--- src/verilog/ssw_pkg.sv ---
// Shared constants for the smart switch indicator logic
package ssw_pkg;
   // Supply state encoding of the monitor inputs
   typedef enum logic [1:0] {SUP_NP, SUP_W, SUP_P} supply_e;
   // Settle time before an indicator may follow a new state
   localparam int SETTLE_US = 10;
   localparam int CLK_MHZ = 20;
   localparam int SETTLE_CYC = (SETTLE_US * CLK_MHZ < 1) ? 1 : SETTLE_US * CLK_MHZ;
   localparam int CNT_W = 12;
   // Register map
   localparam logic [3:0] ADDR_CTRL = 4'h0;
   localparam logic [3:0] ADDR_STAT = 4'h1;
   localparam logic [3:0] ADDR_INT_STAT = 4'h2;
   localparam logic [3:0] ADDR_INT_CLR = 4'h3;
   localparam logic [3:0] ADDR_INT_EN = 4'h4;
   localparam logic [31:0] RESET_CTRL = 32'h00000001;
   // Interrupt status bit positions
   localparam int IRQ_FAULT = 0;
   localparam int IRQ_WARN = 1;
   localparam int IRQ_OPEN = 2;
   localparam int IRQ_W = 3;
   // Control bits
   localparam int CTRL_WARN_VARIANT = 0;
endpackage

--- src/verilog/smart_switch_indicator_logic.sv ---
// Output and indicator logic of a multi-channel smart switch
`timescale 1ns/1ps
// Notes on behaviour
// - Outputs follow present inputs, present states and the prior supply and load states.
// - An unpowered switch supply forces the fault state to detected.
// - The fault state clears by itself once all fault conditions are gone.
// - Fault, lamp and open-load pins are active-low open-drain; fault is undefined unpowered.
// - Between the thresholds the switch supply is warning (powered without the warning variant); below the low one unpowered.
// - The supply warning indicator follows only a supply state that has held long enough.
// - An over-temperature fault on a channel that is on does not switch it off at once.
// - An over-temperature fault on a channel that is off keeps it from turning on.
// - An over-voltage fault leaves channel switching untouched.
// - The open-load indicator is asserted when any channel load is not detected.
// - The open-load indicator follows only a load state that has held long enough.
// - Below its threshold the logic supply counts as unpowered, above it as powered.
module smart_switch_indicator_logic #(
   parameter int CHANNELS = 4,
   parameter int SETTLE_CYCLES = ssw_pkg::SETTLE_CYC
) (
   // Clock and reset
   input wire logic clk_sys,
   input wire logic resetn,
   // Host channel controls
   input wire logic [CHANNELS-1:0] channel_control_input,
   input wire logic output_enable,
   // Supply monitor comparators
   input wire logic logic_supply_above_uv,
   input wire logic switch_supply_above_low,
   input wire logic switch_supply_above_high,
   // Fault sensors
   input wire logic [CHANNELS-1:0] over_current,
   input wire logic [CHANNELS-1:0] over_temp,
   input wire logic [CHANNELS-1:0] over_voltage,
   input wire logic [CHANNELS-1:0] load_present,
   // Register port
   input wire logic [3:0] reg_addr,
   input wire logic [31:0] reg_wdata,
   input wire logic reg_wr,
   input wire logic reg_rd,
   output logic [31:0] reg_rdata,
   // Switch outputs
   output logic [CHANNELS-1:0] switch_output,
   // Open-drain indicators: low level is driven while enable is high
   output logic fault_indicator_n_out,
   output logic fault_indicator_n_oe,
   output logic [CHANNELS-1:0] channel_status_lamp_n_out,
   output logic [CHANNELS-1:0] channel_status_lamp_n_oe,
   output logic open_load_indicator_n_out,
   output logic open_load_indicator_n_oe,
   output logic switch_supply_warning_n_out,
   output logic switch_supply_warning_n_oe,
   // Interrupt
   output logic irq
);
   ////////////////////////////////////////////////////////////////////////////
   // Supply classification
   ////////////////////////////////////////////////////////////////////////////
   ssw_pkg::supply_e sw_state;
   logic logic_supply_ok;
   logic warn_variant;
   logic [31:0] ctrl_r;
   logic warn_raw;
   logic warn_settled;
   logic open_raw;
   logic open_settled;
   logic fault_now;
   logic [CHANNELS-1:0] gate_on;
   logic [CHANNELS-1:0] sensed_fault;
   logic [ssw_pkg::IRQ_W-1:0] int_stat_r;
   logic [ssw_pkg::IRQ_W-1:0] int_stat_nxt;
   logic [ssw_pkg::IRQ_W-1:0] int_en_r;
   logic [ssw_pkg::IRQ_W-1:0] events;
   logic fault_q_r;
   logic warn_q_r;
   logic open_q_r;
   logic temp_seen;
   logic volt_seen;

   // Variant select: warning band pin, or a two-level supply; the open-load pin is driven in both
   assign warn_variant = ctrl_r[ssw_pkg::CTRL_WARN_VARIANT];
   assign logic_supply_ok = logic_supply_above_uv;

   always_comb
   begin
      if (switch_supply_above_high)
         sw_state = ssw_pkg::SUP_P;
      else if (warn_variant && switch_supply_above_low)
         sw_state = ssw_pkg::SUP_W;
      else if (!warn_variant && switch_supply_above_low)
         sw_state = ssw_pkg::SUP_P;
      else
         sw_state = ssw_pkg::SUP_NP;
   end

   ////////////////////////////////////////////////////////////////////////////
   // Fault state
   ////////////////////////////////////////////////////////////////////////////
   // Over-voltage is reported elsewhere and never gates switching
   // over-voltage ignored
   assign sensed_fault = over_current;

   // Purely combinational fault: no latch, so it clears without host action
   // supply loss forces fault
   assign fault_now = (sw_state == ssw_pkg::SUP_NP) || (|sensed_fault);

   // Constraint faults never raise the fault state, but software can still see them
   // reported, not in fault state
   assign temp_seen = |over_temp;
   assign volt_seen = |over_voltage;

   ////////////////////////////////////////////////////////////////////////////
   // Channel gating
   ////////////////////////////////////////////////////////////////////////////
   // One gate per channel, each holding its own temperature state
   genvar g;
   generate
      for (g = 0; g < CHANNELS; g++)
      begin : gen_ch
         channel_gate u_gate (
            .clk_sys(clk_sys),
            .resetn(resetn),
            .request(channel_control_input[g] & output_enable),
            .run_ok(logic_supply_ok & ~fault_now),
            .temp_fault(over_temp[g]),
            .switch_on(gate_on[g])
         );
      end
   endgenerate

   ////////////////////////////////////////////////////////////////////////////
   // Settled indicator sources
   ////////////////////////////////////////////////////////////////////////////
   // Warning shows for warn state, and for a drop to off straight from warning
   // previous supply state
   assign warn_raw = (sw_state == ssw_pkg::SUP_W) ||
                     (sw_state == ssw_pkg::SUP_NP && warn_settled);
   // previous load state on supply loss
   assign open_raw = (sw_state == ssw_pkg::SUP_NP) ? open_settled : ~(&load_present);

   // Both paths share one settle time, so supply and load are measured alike
   // supply settle
   settle_filter #(
      .CYCLES(SETTLE_CYCLES),
      .CNT_W(ssw_pkg::CNT_W)
   ) u_warn_filter (
      .clk_sys(clk_sys),
      .resetn(resetn),
      .raw(warn_raw),
      .settled(warn_settled)
   );

   settle_filter #(
      .CYCLES(SETTLE_CYCLES),
      .CNT_W(ssw_pkg::CNT_W)
   ) u_open_filter (
      .clk_sys(clk_sys),
      .resetn(resetn),
      .raw(open_raw),
      .settled(open_settled)
   );

   ////////////////////////////////////////////////////////////////////////////
   // Pin drivers
   ////////////////////////////////////////////////////////////////////////////
   // Switch and lamp share one source, so a lamp never claims a dead output
   // shutdown in fault
   always_ff @(posedge clk_sys or negedge resetn)
   begin
      if (!resetn)
      begin
         switch_output <= '0;
         channel_status_lamp_n_oe <= '0;
      end
      else
      begin
         switch_output <= gate_on;
         channel_status_lamp_n_oe <= gate_on;
      end
   end

   // Open-drain pins only ever pull low; enable high means asserted
   // active-low open-drain
   always_ff @(posedge clk_sys or negedge resetn)
   begin
      if (!resetn)
      begin
         fault_indicator_n_out <= 1'b0;
         channel_status_lamp_n_out <= '0;
         open_load_indicator_n_out <= 1'b0;
         switch_supply_warning_n_out <= 1'b0;
      end
      else
      begin
         fault_indicator_n_out <= 1'b0;
         channel_status_lamp_n_out <= '0;
         open_load_indicator_n_out <= 1'b0;
         switch_supply_warning_n_out <= 1'b0;
      end
   end

   // Undetermined while the logic side is unpowered: released here
   // fault pin asserted
   always_ff @(posedge clk_sys or negedge resetn)
   begin
      if (!resetn)
         fault_indicator_n_oe <= 1'b0;
      else
         fault_indicator_n_oe <= logic_supply_ok & fault_now;
   end

   always_ff @(posedge clk_sys or negedge resetn)
   begin
      if (!resetn)
         open_load_indicator_n_oe <= 1'b0;
      else
         open_load_indicator_n_oe <= logic_supply_ok & open_settled;
   end

   // Only the warning variant owns this pin; the other keeps it released
   // warning pin
   always_ff @(posedge clk_sys or negedge resetn)
   begin
      if (!resetn)
         switch_supply_warning_n_oe <= 1'b0;
      else
         switch_supply_warning_n_oe <= logic_supply_ok & warn_variant & warn_settled;
   end

   ////////////////////////////////////////////////////////////////////////////
   // Interrupts on indicator rising edges
   ////////////////////////////////////////////////////////////////////////////
   // Previous levels reset to idle, so no false edge follows reset
   always_ff @(posedge clk_sys or negedge resetn)
   begin
      if (!resetn)
         fault_q_r <= 1'b0;
      else
         fault_q_r <= fault_now;
   end

   always_ff @(posedge clk_sys or negedge resetn)
   begin
      if (!resetn)
         warn_q_r <= 1'b0;
      else
         warn_q_r <= warn_settled;
   end

   always_ff @(posedge clk_sys or negedge resetn)
   begin
      if (!resetn)
         open_q_r <= 1'b0;
      else
         open_q_r <= open_settled;
   end

   // Rising edges of each indicator source
   assign events[ssw_pkg::IRQ_FAULT] = fault_now & ~fault_q_r;
   assign events[ssw_pkg::IRQ_WARN] = warn_settled & ~warn_q_r;
   assign events[ssw_pkg::IRQ_OPEN] = open_settled & ~open_q_r;

   // Set beats clear so no event is lost
   always_comb
   begin
      int_stat_nxt = int_stat_r;
      if (reg_wr && reg_addr == ssw_pkg::ADDR_INT_CLR)
         int_stat_nxt = int_stat_nxt & ~reg_wdata[ssw_pkg::IRQ_W-1:0];
      int_stat_nxt = int_stat_nxt | events;
   end

   // Sticky status bits
   always_ff @(posedge clk_sys or negedge resetn)
   begin
      if (!resetn)
         int_stat_r <= '0;
      else
         int_stat_r <= int_stat_nxt;
   end

   // Level interrupt from the next status, so it rises with its bit
   always_ff @(posedge clk_sys or negedge resetn)
   begin
      if (!resetn)
         irq <= 1'b0;
      else
         irq <= |(int_stat_nxt & int_en_r);
   end

   ////////////////////////////////////////////////////////////////////////////
   // Register port
   ////////////////////////////////////////////////////////////////////////////
   // Control register: only the variant bit is kept, the rest reads as zero
   always_ff @(posedge clk_sys or negedge resetn)
   begin
      if (!resetn)
         ctrl_r <= ssw_pkg::RESET_CTRL;
      else if (reg_wr && reg_addr == ssw_pkg::ADDR_CTRL)
         ctrl_r <= {31'h0, reg_wdata[ssw_pkg::CTRL_WARN_VARIANT]};
   end

   // Enable mask: a set bit lets its status bit drive the interrupt
   always_ff @(posedge clk_sys or negedge resetn)
   begin
      if (!resetn)
         int_en_r <= '0;
      else if (reg_wr && reg_addr == ssw_pkg::ADDR_INT_EN)
         int_en_r <= reg_wdata[ssw_pkg::IRQ_W-1:0];
   end

   // Read data valid the cycle after the strobe; unmapped reads as zero
   always_ff @(posedge clk_sys or negedge resetn)
   begin
      if (!resetn)
         reg_rdata <= '0;
      else if (reg_rd)
      begin
         unique case (reg_addr)
            ssw_pkg::ADDR_CTRL: reg_rdata <= ctrl_r;
            ssw_pkg::ADDR_STAT: reg_rdata <= {24'h0, volt_seen, temp_seen,
                                              open_settled, warn_settled,
                                              fault_now, logic_supply_ok, sw_state};
            ssw_pkg::ADDR_INT_STAT: reg_rdata <= {29'h0, int_stat_r};
            ssw_pkg::ADDR_INT_EN: reg_rdata <= {29'h0, int_en_r};
            default: reg_rdata <= '0;
         endcase
      end
      else
         reg_rdata <= '0;
   end
endmodule

--- src/verilog/settle_filter.sv ---
// State filter that passes a level only after it has held steady
`timescale 1ns/1ps
module settle_filter #(
   parameter int CYCLES = 200,
   parameter int CNT_W = 12
) (
   // Clock and reset
   input wire logic clk_sys,
   input wire logic resetn,
   // Raw and filtered level
   input wire logic raw,
   output logic settled
);
   logic [CNT_W-1:0] cnt_r;

   // Restart the count on every change of the raw level
   always_ff @(posedge clk_sys or negedge resetn)
   begin
      if (!resetn)
         cnt_r <= '0;
      else if (raw == settled)
         cnt_r <= '0;
      else
         cnt_r <= cnt_r + 1'b1;
   end

   // Accept the new level only once it has held long enough
   always_ff @(posedge clk_sys or negedge resetn)
   begin
      if (!resetn)
         settled <= 1'b0;
      else if (raw != settled && cnt_r >= CNT_W'(CYCLES - 1))
         settled <= raw;
   end
endmodule

--- src/verilog/channel_gate.sv ---
// One channel output gate with over-temperature hold behaviour
`timescale 1ns/1ps
module channel_gate (
   // Clock and reset
   input wire logic clk_sys,
   input wire logic resetn,
   // Conditions
   input wire logic request,
   input wire logic run_ok,
   input wire logic temp_fault,
   // Switch state
   output logic switch_on
);
   // Once on, a temperature fault lets it stay on; from off it blocks turn-on
   always_ff @(posedge clk_sys or negedge resetn)
   begin
      if (!resetn)
         switch_on <= 1'b0;
      else if (!request || !run_ok)
         switch_on <= 1'b0;
      else if (!temp_fault || switch_on)
         switch_on <= 1'b1;
   end
endmodule

--- config.mk ---
export PLATFORM = sky130hd
export DESIGN_NAME = smart_switch_indicator_logic
export DESIGN_NICKNAME = d
export VERILOG_FILES = /design/src/verilog/ssw_pkg.sv /design/src/verilog/smart_switch_indicator_logic.sv /design/src/verilog/settle_filter.sv /design/src/verilog/channel_gate.sv
export SDC_FILE = /design/constraint.sdc
export NUM_CORES = 1
export LEC_CHECK = 0
export BUFFER_PORTS_ARGS = -buffer_cell sky130_fd_sc_hd__buf_2
export CAP_MARGIN = 20
export CORE_MARGIN = 2
export CORE_UTILIZATION = 50
export DETAILED_ROUTE_END_ITERATION = 8
export PLACE_DENSITY_LB_ADDON = 0.1
export REMOVE_ABC_BUFFERS = 1
export SLEW_MARGIN = 10
export SYNTH_ARGS = -nofsm -noshare
export SYNTH_HDL_FRONTEND = slang
export SYNTH_HIERARCHICAL = 1
export SYNTH_SLANG_ARGS = --single-unit
--- constraint.sdc ---
create_clock -name clk_sys -period 5 [get_ports clk_sys]
set_input_delay 0.25 -clock clk_sys [delete_from_list [all_inputs] [get_ports clk_sys]]
set_output_delay 0.25 -clock clk_sys [all_outputs]
set_load 0.005 [all_outputs]
; ---- After elaboration in Yosys (flattened, before gate mapping)
; Cells that the tools add are included.
[totals]
output_inout_bits = 51
input_bits = 64
regBits = 80
word_cells = 110
[op_classes]
n_eq_ne = 9
n_addsub = 2
muxes = 17
reduce_logical = 39
magnitude_cmp = 2
bitwise = 21
[ops]
columns = op, n
row1 = $pmux 8 s4, 1
row2 = $add 12x1->12 const B, 2
row3 = $ge 12x8->1 const B, 2
row4 = $mux 12, 2
row5 = $and 1x1->1, 12
row6 = $reduce_or 4->1, 3
row7 = $logic_not 1->1, 10
row8 = $logic_or 1x1->1, 10
row9 = $mux 1, 9
row10 = $eq 4x2->1 const B, 2
row11 = $logic_and 1x1->1, 8
row12 = $mux 8, 1
row13 = $reduce_bool 2->1, 4
row14 = $and 3x3->3, 2
row15 = $mux 2, 3
row16 = $not 1->1, 5
row17 = $eq 4x1->1 const B, 1
row18 = $eq 4x3->1 const B, 1
row19 = $logic_not 4->1, 1
row20 = $reduce_and 4->1, 1
row21 = $mux 3, 1
row22 = $not 3->3, 1
row23 = $or 3x3->3, 1
row24 = $reduce_or 3->1, 1
row25 = 4 further kinds, 6

; ---- Longest topological paths before layout
[logic_depth]
word_depth = 12
depth_mapped = 5
ltp_nobuf = 5

; ---- Hierarchy
; Netlist, hierarchy kept.
[modules_own_cells]
columns = module, area_each_um2, n_inst, cells_each, seq_area_each_um2
row1 = smart_switch_indicator_logic, 1357.6, 1, 127, 651.9
row2 = settle_filter, 634.4, 2, 61, 325.3
row3 = channel_gate, 41.3, 4, 4, 25.0

; ---- Least setup slack after synthesis
; No wires, ideal clock.
[synth_timing]
path_kind = input to register
startpoint = input port switch_supply_above_low
endpoint = register u_open_filter.cnt_r[7]
path_slack_ps = 3296
path_buffers = 0
required_ps = 4934
arrival_time_ps = 1638
setup_time_ps = 66
stages = 5
cell_sequence = nor2_1 -> mux2_2 -> xnor2_2 -> or4_1 -> nand2_1
[synth_between]
elab_chain_len = 8
elab_cells_between_ends = 9
cone_classes = eq/ne (1) / mux (5) / reduce/logical (3)
[synth_lines]
columns = item, line
row1 = "start, declared", smart_switch_indicator_logic.sv:28  ; input wire logic switch_supply_above_low,
row2 = $logic_and 1x1->1, smart_switch_indicator_logic.sv:89  ; else if (!warn_variant && switch_supply_above_low)
row3 = $mux 2, smart_switch_indicator_logic.sv:89
row4 = $mux 2 *, smart_switch_indicator_logic.sv:87  ; else if (warn_variant && switch_supply_above_low)
row5 = $mux 2 *, smart_switch_indicator_logic.sv:85  ; if (switch_supply_above_high)
row6 = $logic_not 2->1 *, smart_switch_indicator_logic.sv:138  ; assign open_raw = (sw_state == ssw_pkg::SUP_NP) ? open_settled : ~(&load_present);
row7 = $mux 1 *, smart_switch_indicator_logic.sv:138
row8 = via open_raw, smart_switch_indicator_logic.sv:64  ; logic open_raw;
row9 = $eq 1x1->1 *, settle_filter.sv:21  ; else if (raw == settled)
row10 = $mux 12 *, settle_filter.sv:21
row11 = "end signal, assigned", settle_filter.sv:24  ; cnt_r <= cnt_r + 1'b1;
row12 = "end, declared", settle_filter.sv:14  ; logic [CNT_W-1:0] cnt_r;
; Mark *: on every way through the listed nets, which the timed path passes. The rest lies on a longest branch.
; A chain may end at the register's enable or synchronous reset.

; ---- Worst setup path after layout
[layout_timing]
startpoint = register ctrl_r[0]
endpoint = register u_warn_filter.cnt_r[7]
[layout_between]
elab_chain_len = 10
elab_cells_between_ends = 12
cone_classes = eq/ne (2) / mux (4) / reduce/logical (6)
[layout_lines]
columns = item, line
row1 = "start, declared", smart_switch_indicator_logic.sv:61  ; logic [31:0] ctrl_r;
row2 = "start signal, assigned", smart_switch_indicator_logic.sv:296  ; ctrl_r <= ssw_pkg::RESET_CTRL;
row3 = "start signal, assigned", smart_switch_indicator_logic.sv:298  ; ctrl_r <= {31'h0, reg_wdata[ssw_pkg::CTRL_WARN_VARIANT]};
row4 = $logic_not 1->1, smart_switch_indicator_logic.sv:89
row5 = $logic_and 1x1->1, smart_switch_indicator_logic.sv:89
row6 = $mux 2, smart_switch_indicator_logic.sv:89
row7 = $mux 2 *, smart_switch_indicator_logic.sv:87
row8 = $mux 2 *, smart_switch_indicator_logic.sv:85
row9 = $logic_not 2->1, smart_switch_indicator_logic.sv:136  ; (sw_state == ssw_pkg::SUP_NP && warn_settled);
row10 = $logic_and 1x1->1, smart_switch_indicator_logic.sv:136
row11 = $logic_or 1x1->1 *, smart_switch_indicator_logic.sv:135  ; assign warn_raw = (sw_state == ssw_pkg::SUP_W) ||
row12 = via warn_raw, smart_switch_indicator_logic.sv:62  ; logic warn_raw;
row13 = $eq 1x1->1 *, settle_filter.sv:21
row14 = $mux 12 *, settle_filter.sv:21
row15 = "end signal, assigned", settle_filter.sv:24
row16 = "end, declared", settle_filter.sv:14
; Marks and branches as above.

==> metrics.csv <==
metric,value,unit
outcome,"complete, no violations",
GR Util met2,0.2718,
Worst EP arrival,2.11,ns
starting DRC count in detailed routing,52,
Ys Warns,6,
die width,78.72,um
gpl congestion,0.7628,
maximum fanout along the worst path,10,
share of layout cells above drive strength 1,0.2508,
RSZ-0062 raised after global routing,no,
Worst Hold Class,in2async,
met1 Use GR,0.2392,
H-tree levels,2,
GRT overflow,0,
Worst R2R Path Depth,5,
Via Count,2010,
"Clk Latency, worst-skew pair",0.30,ns
Flop pwr share,0.530,
Clk network pwr share,0.367,
switch share,0.2296,
crit path launch type,register,
total global-route track usage,0.1721,
VDD IR max,0.1524,mV
"EDFF count, synth",0,
Yosys reg bits,56,
Cell Pwr Density,299.9,nW/um2
P_int,721.4,uW
Worst Setup Path Type,reg2reg,
Tmin final,1.856,ns
CTS resizes,0,
Core ar.,5439,um2
Synth Area per Inst,10.53,um2
Boundary Pins,115,
CP endpoint,u_warn_filter/cnt_r[7],
fin crit share,0.3711,
Synth Cell Area,2791,um2
Routed WL,5.091,mm
LEAKAGE,1.468,nW
ANT nets after route,0,
First-pass DRT Iterations,4,
async set-or-reset flop fraction in the synthesized netlist,1.000,
max-slew violations,0,
Fin. Hold Viols,0,
grt peak-use layer,met2,
CP startpoint,ctrl_r[0],
flop-to-flop setup slack,3.14,ns
total of max-cap violations,0,
post-DP HPWL,3.709,mm
Min Hold Slack,0.05822,ns
largest net degree at the start of global routing,57,
Comb pwr share,0.104,
initial antenna violation count,0,
ant diodes,0,
Max Clk Rate,538.9,MHz
Most used DFF post-synth,dfrtp_1,
reg2reg start,ctrl_r[0],
Worst setup EP type,register,
vias in the first global route,1840,
Clock Skew,0.006619,ns
die footprint,6197,um2
Die Height,78.72,um
Port Buf Inserts,54,
Post-Synthesis Cells,265,
final-stage net count,384,
Net Sw Power,215.0,uW
Initial Util,0.5132,
final-report setup violation count,0,
global-route wire length before repair,8.480,mm
Vias/cell,5.141,
drt wl/cell,13.02,um
Longest Clk Path Bufs,2,
Critical Path RT,5.25,ns
# rows,27,
fin cells,391,
hold-fix buffer count after cts,0,
Residual DRC,0,
"Setup Fix Bufs, Post-CTS",0,
DP Cell Count,383,
"Reg clk slew, reported paths",0.10,ns
sequential share of the synthesized area,0.5025,
met3 Resource Use GR,0.03295,
Worst R2R End,u_warn_filter/cnt_r[7],
Num Clock Sinks,56,
CTS Buf Count,5,
worst slew pin tran,0.6831,ns
Slew headroom,0.5446,
Synth cell types,47,
Clock Tree Root,clkbuf_8,
Synth-to-Final Area Change,11.83,%
setup TNS,0,ns
CTS tree,done,
## registers in the layout, summed over array words and instances (netlist names)
signal	flops
int_en_r	3
fault_q_r	1
u_open_filter/cnt_r	12
gen_ch.u_gate/switch_on	4
u_warn_filter/settled	1
u_open_filter/settled	1
int_stat_r	3
irq	1
u_warn_filter/cnt_r	12
open_q_r	1
open_load_indicator_n_oe	1
ctrl_r	1
warn_q_r	1
reg_rdata	8
fault_indicator_n_oe	1
channel_status_lamp_n_oe	4
switch_supply_warning_n_oe	1
## worst max-delay path, cell delays in order, from the launching register on
cell and delay, ns:
dfstp_2 0.59, mux2i_1 0.08, nor2_1 0.28, xnor2_2 0.24, or4_1 0.54, nand2_1 0.08
## layout make-up
class / instances / area, um2
tap: 72 / 90.09
clock inverter: 2 / 60.06
timing repair buffer: 55 / 277.8
sequential: 56 / 1403
fill: 491 / 2317
multi-input combinational: 191 / 1185
inverter: 9 / 33.78
clock buffer: 6 / 72.57
## layer usage
layer / part of all wire / vias up
li1: - / 978
met1: 0.47 / 962
met2: 0.47 / 65
met3: 0.058 / 5
met4: 0.0090 / 0
met5: 0 / -
## worst min path at each step
stage,endpoint,slack (ns),startpoint
2_1_floorplan,channel_status_lamp_n_oe[0],-0.05,resetn
5_1_grt,gen_ch[2].u_gate/switch_on,0.09,over_temp[2]
6_report,channel_status_lamp_n_oe[2],0.06,resetn
3_3_place_gp,channel_status_lamp_n_oe[3],0.36,gen_ch[3].u_gate/switch_on
3_5_place_dp,channel_status_lamp_n_oe[0],0.36,gen_ch[0].u_gate/switch_on
4_1_cts,gen_ch[2].u_gate/switch_on,0.08,resetn
## cell families after synthesis
kind of cell / count (synthesis) / synth area share
flip-flops: 56 / 0.5025
AO/OA/AOI/OAI: 46 / 0.1188
XOR/XNOR: 10 / 0.03676
AND/OR/NAND/NOR: 93 / 0.1829
other: 1 / 0.001343
buffers and inverters: 48 / 0.1134
multiplexers: 8 / 0.03182
adder cells (fa/ha/maj): 3 / 0.01255
## per-stage QoR
step                      setup slack, ns  area (um2)  utilization  total power, mW
after global placement              3.026        2989       0.5496           0.6013
after floorplan                     3.296        2621            -           0.5540
after global routing                3.018        3122       0.5740           0.9794
after CTS                           3.131        3122       0.5740           0.9443
final                               3.144        3122       0.5740           0.9364
after detailed placement            3.005        2989       0.5496           0.6032
## synth_stat cells, types with 2 or more instances
cell type | n | area [um2]
and2_1 | 8 | 50.05
buf_4 | 35 | 262.8
o311ai_0 | 2 | 17.52
ha_1 | 2 | 25.02
nor2_1 | 20 | 75.07
and3_1 | 2 | 12.51
mux2_2 | 5 | 56.30
or3_1 | 6 | 37.54
xnor2_1 | 2 | 17.52
buf_2 | 4 | 20.02
a22o_1 | 4 | 35.03
o211ai_1 | 2 | 15.01
a22oi_1 | 2 | 15.01
nand2_1 | 12 | 45.04
o21ai_0 | 7 | 35.03
or4_1 | 6 | 45.04
a21oi_1 | 10 | 50.05
nand4_1 | 11 | 68.82
nor2b_1 | 5 | 31.28
dfrtp_1 | 55 | 1376
nand3_1 | 11 | 55.05
a21oi_2 | 4 | 35.03
o31ai_1 | 4 | 30.03
o31a_1 | 2 | 17.52
o21a_1 | 3 | 22.52
nor4_1 | 5 | 31.28
inv_1 | 9 | 33.78
xnor2_2 | 2 | 32.53
mux2_1 | 2 | 22.52
xor2_1 | 6 | 52.55
## cells in the final DEF (no fill, tap or decap), drive strengths merged, types with 2 or more instances in the layout
cell,n
a22o,4
nand4,11
buf,55
clkbuf,6
o21a,3
ha,2
a22oi,2
mux2,7
o311ai,2
o211ai,2
xor2,6
nand2,12
nor2b,5
xnor2,4
nor2,21
dfrtp,55
inv,9
o31ai,4
and3,2
conb,31
nand3,11
o31a,2
or3,6
nor4,5
and2,9
o21ai,7
or4,7
a21oi,14
bufinv,2
## power by group through the flow
stage | clock network, mW | logic, mW | registers [mW]
after floorplan | 0 | 0.0533 | 0.501
after global placement | 0 | 0.0971 | 0.504
after detailed placement | 0 | 0.0980 | 0.505
after CTS | 0.350 | 0.0984 | 0.496
after global routing | 0.371 | 0.109 | 0.500
final | 0.344 | 0.0969 | 0.496
No activity file was read; power rests on OpenSTA's default activity.
